`src/verilog/ups_map.vh`:
```
// Register offsets, bit positions and reset values for the USB power/suspend control block
`ifndef UPS_MAP_VH
`define UPS_MAP_VH
// ----------------------------------------------------------------
// Register byte offsets
// ----------------------------------------------------------------
`define UPS_OFF_POWER_CONTROL   4'h0
`define UPS_OFF_IRQ_STATUS      4'h4
`define UPS_OFF_IRQ_MASK        4'h8
// ----------------------------------------------------------------
// Field positions in usb_power_control
// ----------------------------------------------------------------
`define UPS_BIT_OPERATION_ENABLE 0
`define UPS_BIT_SUSPEND_REQUEST  1
`define UPS_BIT_MODULE_NOT_READY 3
`define UPS_BIT_SLEEP_GUARD      4
`define UPS_BIT_ACTIVITY_PENDING 7
`define UPS_CTRL_WR_MASK         8'h13
// ----------------------------------------------------------------
// Interrupt status bits
// ----------------------------------------------------------------
`define UPS_IRQ_ACTIVITY         0
`define UPS_IRQ_READY            1
`define UPS_IRQ_WIDTH            2
// ----------------------------------------------------------------
// Reset values and timing
// ----------------------------------------------------------------
`define UPS_CTRL_RESET           8'h00
`define UPS_IRQ_RESET            2'h0
`define UPS_SETTLE_NS            1000
`define UPS_CLK_NS               10
`define UPS_SETTLE_CYCLES        ((`UPS_SETTLE_NS + `UPS_CLK_NS - 1) / `UPS_CLK_NS)
// ----------------------------------------------------------------
// AXI response codes
// ----------------------------------------------------------------
`define UPS_RESP_OKAY            2'h0
`define UPS_RESP_SLVERR          2'h2
`endif

```
`src/verilog/ups_sync2.v`:
```
// Two-flip-flop synchroniser for a single level
`timescale 1ns/1ns
module ups_sync2 (
    input  wire clk,
    input  wire srst,
    input  wire d,
    output wire q
);
    reg stage1;
    reg stage2;
    always @(posedge clk) begin
        if (srst) begin
            stage1 <= 1'b0;
            stage2 <= 1'b0;
        end else begin
            stage1 <= d;
            stage2 <= stage1;
        end
    end
    assign q = stage2;
endmodule // ups_sync2

```
`src/verilog/ups_power_ctrl.v`:
```
// USB power, suspend and sleep-guard control with AXI4-Lite registers
// Function
// Pending flag set by activity, cleared when notified
// Guard set blocks sleep on activity or pending
// Not-ready high while active or settling
// Suspend gates 48 MHz clock, transceiver low-power
// Enable off holds outputs idle, pins released
// Software avoids module registers while not ready
// Unimplemented control bits read zero
// Control bits clear at reset
//
// The placing of the registers and the AXI4-Lite slave port are this design's own decisions.
`timescale 1ns/1ns
`include "ups_map.vh"
module ups_power_ctrl #(
    parameter SETTLE_CYCLES = `UPS_SETTLE_CYCLES
) (
    input  wire        clk,
    input  wire        srst,
    input  wire [3:0]  s_axi_awaddr,
    input  wire        s_axi_awvalid,
    output wire        s_axi_awready,
    input  wire [31:0] s_axi_wdata,
    input  wire [3:0]  s_axi_wstrb,
    input  wire        s_axi_wvalid,
    output wire        s_axi_wready,
    output reg  [1:0]  s_axi_bresp,
    output reg         s_axi_bvalid,
    input  wire        s_axi_bready,
    input  wire [3:0]  s_axi_araddr,
    input  wire        s_axi_arvalid,
    output wire        s_axi_arready,
    output reg  [31:0] s_axi_rdata,
    output reg  [1:0]  s_axi_rresp,
    output reg         s_axi_rvalid,
    input  wire        s_axi_rready,
    input  wire        bus_activity,
    input  wire        notify_done,
    input  wire        module_active,
    input  wire        sleep_request,
    output wire        sleep_block,
    output reg         usb_clk_enable,
    output reg         xcvr_low_power,
    output reg         module_outputs_enable,
    output reg         pins_owned,
    output reg         analog_enable,
    output wire        irq
);
    // ----------------------------------------------------------------
    // State
    // ----------------------------------------------------------------
    reg                        operation_enable;
    reg                        suspend_request;
    reg                        sleep_entry_guard;
    reg                        bus_activity_pending;
    reg  [15:0]                settle_count;
    reg  [`UPS_IRQ_WIDTH-1:0]  irq_status;
    reg  [`UPS_IRQ_WIDTH-1:0]  irq_mask;
    reg                        aw_held;
    reg                        w_held;
    reg  [3:0]                 aw_addr;
    reg  [31:0]                w_data;
    reg  [3:0]                 w_strb;
    reg                        prev_not_ready;
    wire                       activity_sync;
    wire                       module_not_ready;
    wire                       activity_seen;
    wire                       do_write;
    wire [7:0]                 ctrl_read;
    wire [`UPS_IRQ_WIDTH-1:0]  irq_events;
    wire [`UPS_IRQ_WIDTH-1:0]  irq_clear;

    // Bus activity comes from the transceiver pins, another domain
    ups_sync2 u_act_sync (
        .clk  (clk),
        .srst (srst),
        .d    (bus_activity),
        .q    (activity_sync)
    );
    assign activity_seen = activity_sync & operation_enable;

    // ----------------------------------------------------------------
    // Register read view
    // ----------------------------------------------------------------
    function [31:0] ups_read_word;
        input [3:0] addr;
        input [7:0] ctrl;
        input [`UPS_IRQ_WIDTH-1:0] stat;
        input [`UPS_IRQ_WIDTH-1:0] mask;
        begin
            case (addr)
                `UPS_OFF_POWER_CONTROL: ups_read_word = {24'h000000, ctrl};
                `UPS_OFF_IRQ_STATUS:    ups_read_word = {30'h00000000, stat};
                `UPS_OFF_IRQ_MASK:      ups_read_word = {30'h00000000, mask};
                default:                ups_read_word = 32'h00000000;
            endcase
        end
    endfunction

    function ups_addr_ok;
        input [3:0] addr;
        begin
            ups_addr_ok = (addr == `UPS_OFF_POWER_CONTROL) ||
                          (addr == `UPS_OFF_IRQ_STATUS) ||
                          (addr == `UPS_OFF_IRQ_MASK);
        end
    endfunction

    // Bits 6:5 and 2 are tied low
    assign ctrl_read = {bus_activity_pending, 2'b00, sleep_entry_guard,
                        module_not_ready, 1'b0, suspend_request,
                        operation_enable};

    // ----------------------------------------------------------------
    // AXI4-Lite write channel
    // ----------------------------------------------------------------
    assign s_axi_awready = ~aw_held & ~s_axi_bvalid;
    assign s_axi_wready  = ~w_held & ~s_axi_bvalid;
    assign do_write      = aw_held & w_held & ~s_axi_bvalid;

    always @(posedge clk) begin
        if (srst) begin
            aw_held      <= 1'b0;
            w_held       <= 1'b0;
            aw_addr      <= 4'h0;
            w_data       <= 32'h00000000;
            w_strb       <= 4'h0;
            s_axi_bvalid <= 1'b0;
            s_axi_bresp  <= `UPS_RESP_OKAY;
        end else begin
            if (s_axi_awvalid && s_axi_awready) begin
                aw_held <= 1'b1;
                aw_addr <= s_axi_awaddr;
            end
            if (s_axi_wvalid && s_axi_wready) begin
                w_held <= 1'b1;
                w_data <= s_axi_wdata;
                w_strb <= s_axi_wstrb;
            end
            if (do_write) begin
                aw_held      <= 1'b0;
                w_held       <= 1'b0;
                s_axi_bvalid <= 1'b1;
                s_axi_bresp  <= ups_addr_ok(aw_addr) ? `UPS_RESP_OKAY : `UPS_RESP_SLVERR;
            end else if (s_axi_bvalid && s_axi_bready) begin
                s_axi_bvalid <= 1'b0;
            end
        end
    end

    // ----------------------------------------------------------------
    // AXI4-Lite read channel
    // ----------------------------------------------------------------
    assign s_axi_arready = ~s_axi_rvalid;

    always @(posedge clk) begin
        if (srst) begin
            s_axi_rvalid <= 1'b0;
            s_axi_rdata  <= 32'h00000000;
            s_axi_rresp  <= `UPS_RESP_OKAY;
        end else if (s_axi_arvalid && s_axi_arready) begin
            s_axi_rvalid <= 1'b1;
            s_axi_rdata  <= ups_read_word(s_axi_araddr, ctrl_read, irq_status, irq_mask);
            s_axi_rresp  <= ups_addr_ok(s_axi_araddr) ? `UPS_RESP_OKAY : `UPS_RESP_SLVERR;
        end else if (s_axi_rvalid && s_axi_rready) begin
            s_axi_rvalid <= 1'b0;
        end
    end

    // ----------------------------------------------------------------
    // Control register
    // ----------------------------------------------------------------
    always @(posedge clk) begin
        if (srst) begin
            operation_enable  <= 1'b0;
            suspend_request   <= 1'b0;
            sleep_entry_guard <= 1'b0;
        end else if (do_write && aw_addr == `UPS_OFF_POWER_CONTROL && w_strb[0]) begin
            operation_enable  <= w_data[`UPS_BIT_OPERATION_ENABLE];
            suspend_request   <= w_data[`UPS_BIT_SUSPEND_REQUEST];
            sleep_entry_guard <= w_data[`UPS_BIT_SLEEP_GUARD];
        end
    end

    // ----------------------------------------------------------------
    // Activity pending and readiness
    // ----------------------------------------------------------------
    // Set wins over clear so an edge during notification is not lost
    always @(posedge clk) begin
        if (srst) begin
            bus_activity_pending <= 1'b0;
        end else if (activity_seen) begin
            bus_activity_pending <= 1'b1;
        end else if (notify_done) begin
            bus_activity_pending <= 1'b0;
        end
    end

    // Settle time after disable before the module may be re-enabled
    always @(posedge clk) begin
        if (srst) begin
            settle_count <= 16'h0000;
        end else if (operation_enable || module_active) begin
            settle_count <= SETTLE_CYCLES[15:0];
        end else if (settle_count != 16'h0000) begin
            settle_count <= settle_count - 16'h0001;
        end
    end
    assign module_not_ready = operation_enable | module_active |
                              (settle_count != 16'h0000);

    assign sleep_block = sleep_request & sleep_entry_guard &
                         (activity_sync | bus_activity_pending);

    // ----------------------------------------------------------------
    // Power and clock outputs
    // ----------------------------------------------------------------
    always @(posedge clk) begin
        if (srst) begin
            usb_clk_enable        <= 1'b0;
            xcvr_low_power        <= 1'b1;
            module_outputs_enable <= 1'b0;
            pins_owned            <= 1'b0;
            analog_enable         <= 1'b0;
        end else begin
            usb_clk_enable        <= operation_enable & ~suspend_request;
            xcvr_low_power        <= ~operation_enable | suspend_request;
            module_outputs_enable <= operation_enable;
            pins_owned            <= operation_enable;
            analog_enable         <= operation_enable;
        end
    end

    // ----------------------------------------------------------------
    // Interrupts
    // ----------------------------------------------------------------
    assign irq_events = {prev_not_ready & ~module_not_ready,
                         activity_seen & ~bus_activity_pending};
    assign irq_clear  = (do_write && aw_addr == `UPS_OFF_IRQ_STATUS && w_strb[0]) ?
                        w_data[`UPS_IRQ_WIDTH-1:0] : `UPS_IRQ_RESET;

    always @(posedge clk) begin
        if (srst) begin
            irq_status     <= `UPS_IRQ_RESET;
            irq_mask       <= `UPS_IRQ_RESET;
            prev_not_ready <= 1'b0;
        end else begin
            prev_not_ready <= module_not_ready;
            irq_status     <= (irq_status & ~irq_clear) | irq_events;
            if (do_write && aw_addr == `UPS_OFF_IRQ_MASK && w_strb[0]) begin
                irq_mask <= w_data[`UPS_IRQ_WIDTH-1:0];
            end
        end
    end
    assign irq = |(irq_status & irq_mask);
endmodule // ups_power_ctrl

```
`config.mk`:
```
export PLATFORM = sky130hd
export DESIGN_NAME = ups_power_ctrl
export DESIGN_NICKNAME = d
export VERILOG_FILES = /design/src/verilog/ups_sync2.v /design/src/verilog/ups_power_ctrl.v
export VERILOG_INCLUDE_DIRS = /design/src /design/src/verilog
export SDC_FILE = /design/constraint.sdc
export NUM_CORES = 1
export LEC_CHECK = 0
export BUFFER_PORTS_ARGS = -buffer_cell sky130_fd_sc_hd__buf_2
export CAP_MARGIN = 40
export CORE_UTILIZATION = 47
export CTS_CLUSTER_DIAMETER = 150
export DETAILED_ROUTE_END_ITERATION = 8
export PLACE_DENSITY_LB_ADDON = 0.12
export RECOVER_POWER = 100
export SETUP_SLACK_MARGIN = 0.02
export SYNTH_ARGS = -nofsm -noshare
export SYNTH_HDL_FRONTEND = slang
export SYNTH_HIERARCHICAL = 1
export SYNTH_SLANG_ARGS = --single-unit
```
`constraint.sdc`:
```
create_clock -name clk -period 2.3 [get_ports clk]
set_input_delay 0.575 -clock clk [delete_from_list [all_inputs] [get_ports clk]]
set_output_delay 0.575 -clock clk [all_outputs]
set_load 0.05 [all_outputs]
```
==> impl_metrics.py <==
metrics = {
    "cells_and_area": {
        "nNetsFinal": 359,
        "drive_gt1_share_pct": 14.14,
        "area_growth_pct": 8.017,
        "final_area_mm2": 0.002562,
        "diodes": 0,
    },
    "timing": {
        "finalHoldViolCount": 0,
        "worstMarginPinSlew_ps": 918.8,
        "finalSetupViolations": 0,
        "fin_tns_setup_ps": 0,
        "fin_skew_ps": 2.108,
        "clock.fmax_mhz": 499.5,
        "fin_crit_ps": 2002,
        "fin_crit_sh_pct": 87.04,
        "final_max_slew_viol_count": 0,
        "whs_ps": 461.5,
        "relSlewSlack_pct": 38.75,
        "rsz0062_at_grt": "false",
    },
    "synthesis": {
        "synth_edf_count": 0,
        "syn_inst": 263,
        "yosysTopAreaCell": "dfxtp_1",
        "yosys-top-cells-area": "dfxtp_1 41%, buf_4 9.8%, mux2i_1 7.2%, nor2_1 6.2%, a21oi_1 3.0%",
        "ys_seq_elements": 49,
        "syn-mean-instance-area_um2": 9.020,
        "synth-async-reset-ratio_pct": 0,
        "ys_seq_area_share_pct": 41.35,
        "synth_top_cell_area_share_pct": 41.35,
        "synth_warnings": 6,
        "synth.distinct_cells": 45,
        "synthTopCellsByCount": "49 x dfxtp_1, 39 x nor2_1, 31 x buf_4",
        "synth_ff_type": "dfxtp_1",
        "yosysMostFrequentCell": "dfxtp_1",
        "syn_area_mm2": 0.002372,
    },
    "drt": {
        "via_per_inst": 4.884,
        "drc_errors": 0,
        "drt_iter0_drc": 82,
        "dr.pass1.iters": 4,
        "wire_per_inst_um": 11.84,
        "drt_wl_total_um": 4391,
        "detail-route-antenna-nets": 0,
        "vias": 1812,
    },
    "clock_network": {
        "cts_resized": 0,
        "cts_setup_buffers": 0,
        "clk_latency_ps": 300,
        "htree_levels": 2,
        "cts_buffer_depth": 2,
        "numCtsBuffers": 5,
        "clockRootBuffer": "clkbuf_8",
        "ctsHoldBuffers": 0,
        "cts_tree": "done",
        "clkSlewWorstSetupHoldPaths_ps": 90,
        "cts.sink_count": 49,
    },
    "pwr": {
        "ir_worst_vdd_mv": 0.3885,
        "p_sw_w": 0.0006404,
        "swShare_pct": 34.13,
        "internal_power_w": 0.001236,
        "p_leak_nw": 1.059,
        "power.clock.fraction_pct": 27.1,
        "power_w": 0.001876,
        "powerDensity_mw_per_mm2": 732.2,
        "p_seq_share_pct": 50.2,
        "combPwrFrac_pct": 22.7,
    },
    "run": {
        "maxCapViolations": 0,
    },
    "global_route": {
        "antenna_found_initial": 0,
        "grt_pass1_vias": 1543,
        "grt_overflow": 0,
        "track_usage_pct": 17.65,
        "grt_max_degree": 23,
        "grt_pass1_wl_um": 7127,
    },
    "hold_path": {
        "hp-class": "register to register",
    },
    "die": {
        "core_area_mm2": 0.004786,
        "start_util_pct": 49.57,
        "ios": 103,
        "num_rows": 25,
        "die_area_mm2": 0.005336,
        "die_x_um": 73.05,
        "die_h_um": 73.05,
    },
    "setup_path": {
        "cp.required_ps": 2500,
        "critPathKind": "primary input to register",
        "critPathLaunchType": "primary input",
        "cp.arrival_ps": 2210,
        "critPathCaptureType": "register",
        "crit_fanout": 22,
    },
    "status": {
        "outcome": "completed",
    },
    "placement": {
        "io_buffers": 41,
        "place_area_mm2": 0.002522,
        "gp_congestion": 0.7868,
        "hpwl_um": 3187,
    },
}
[final timing paths]
check,start,endpoint,slack (ps),depth (start not counted)
worst max-delay path,srst,irq_status[1]$_SDFF_PP0_,300,4
worst min register to register,u_act_sync/stage1$_SDFF_PP0_,u_act_sync/q$_SDFF_PP0_,460,1
worst min-delay path,u_act_sync/stage1$_SDFF_PP0_,u_act_sync/q$_SDFF_PP0_,460,1
worst max register to register,settle_count[0]$_SDFFE_PP0P_,s_axi_rdata[3]$_SDFFE_PP0P_,310,6
[per-stage QoR]
step | std cells | setup WS [ps] | utilization (%)
floorplan | 291 | 201.5 | -
global placement | 363 | 357.7 | 52.71
detailed placement | 363 | 325.3 | 52.71
CTS | 371 | 298.8 | 54.51
global route | 371 | 74.12 | 53.54
finish | 371 | 298.1 | 53.54
[state kept, by name, summed over array words and instances, names as in the netlist]
name and cells:
settle_count 16, s_axi_rdata 5, aw_addr 4, w_data 3, irq_mask 2, irq_status 2
analog_enable 1, aw_held 1, bus_activity_pending 1, operation_enable 1, prev_not_ready 1, s_axi_bresp 1
s_axi_bvalid 1, s_axi_rresp 1, s_axi_rvalid 1, sleep_entry_guard 1, suspend_request 1, u_act_sync/q 1
u_act_sync/stage1 1, usb_clk_enable 1, w_held 1, w_strb 1, xcvr_low_power 1
[kinds of logic after synthesis]
logic type / after synthesis / share of synthesized area (%)
AOI/OAI and AO/OA: 44 / 12.13
xor gates and xnor gates: 1 / 0.3693
adders and majority gates: 1 / 0.5273
buffers and inverters: 45 / 12.03
DFF: 49 / 41.35
muxes: 17 / 7.173
other: 1 / 0.1581
and+or+nand+nor: 105 / 26.27
[worst max-delay path: stages]
cell and delay [ps]:
clkbuf_1 480, clkbuf_1 750, a311oi_1 130, a31o_2 260
[cell usage in the layout (no fill, tap or decap), drive strengths merged, types with 6 or more instances in the layout]
| master | instances |
|---|---|
| nand2 | 11 |
| nor4 | 7 |
| inv | 8 |
| clkbuf | 27 |
| a21oi | 14 |
| dfxtp | 49 |
| nor3 | 8 |
| o21ai | 8 |
| nand2b | 8 |
| nand3 | 6 |
| buf | 22 |
| nor2 | 39 |
| conb | 29 |
| mux2i | 17 |
[final cells by class]
class	count	area (um2)
inverter	7	26.28
tap	67	83.83
fill	483	2223
timing repair buffer	43	191.4
multi-input combinational	197	1194
clock inverter	2	13.76
sequential	49	980.9
clock buffer	6	72.57
[metal layers]
layer	global-route usage, %	share of wire (%)	vias to the layer above	routed length [um]
met3	5.110	5.3	7	233
met1	24.49	52	796	2294
li1	-	-	952	-
met2	25.41	41	57	1796
met4	7.407	1.5	0	67
met5	0	0	-	0
[power groups by stage]
stage / Sequential [W] / Clock [W] / Combinational [W]
global placement: 0.000960 / 0 / 0.000434
global route: 0.000950 / 0.000566 / 0.000467
floorplan: 0.000964 / 0 / 0.000388
finish: 0.000942 / 0.000508 / 0.000426
detailed placement: 0.000961 / 0 / 0.000437
CTS: 0.000941 / 0.000526 / 0.000438
Power figures use the tool's default switching activity.
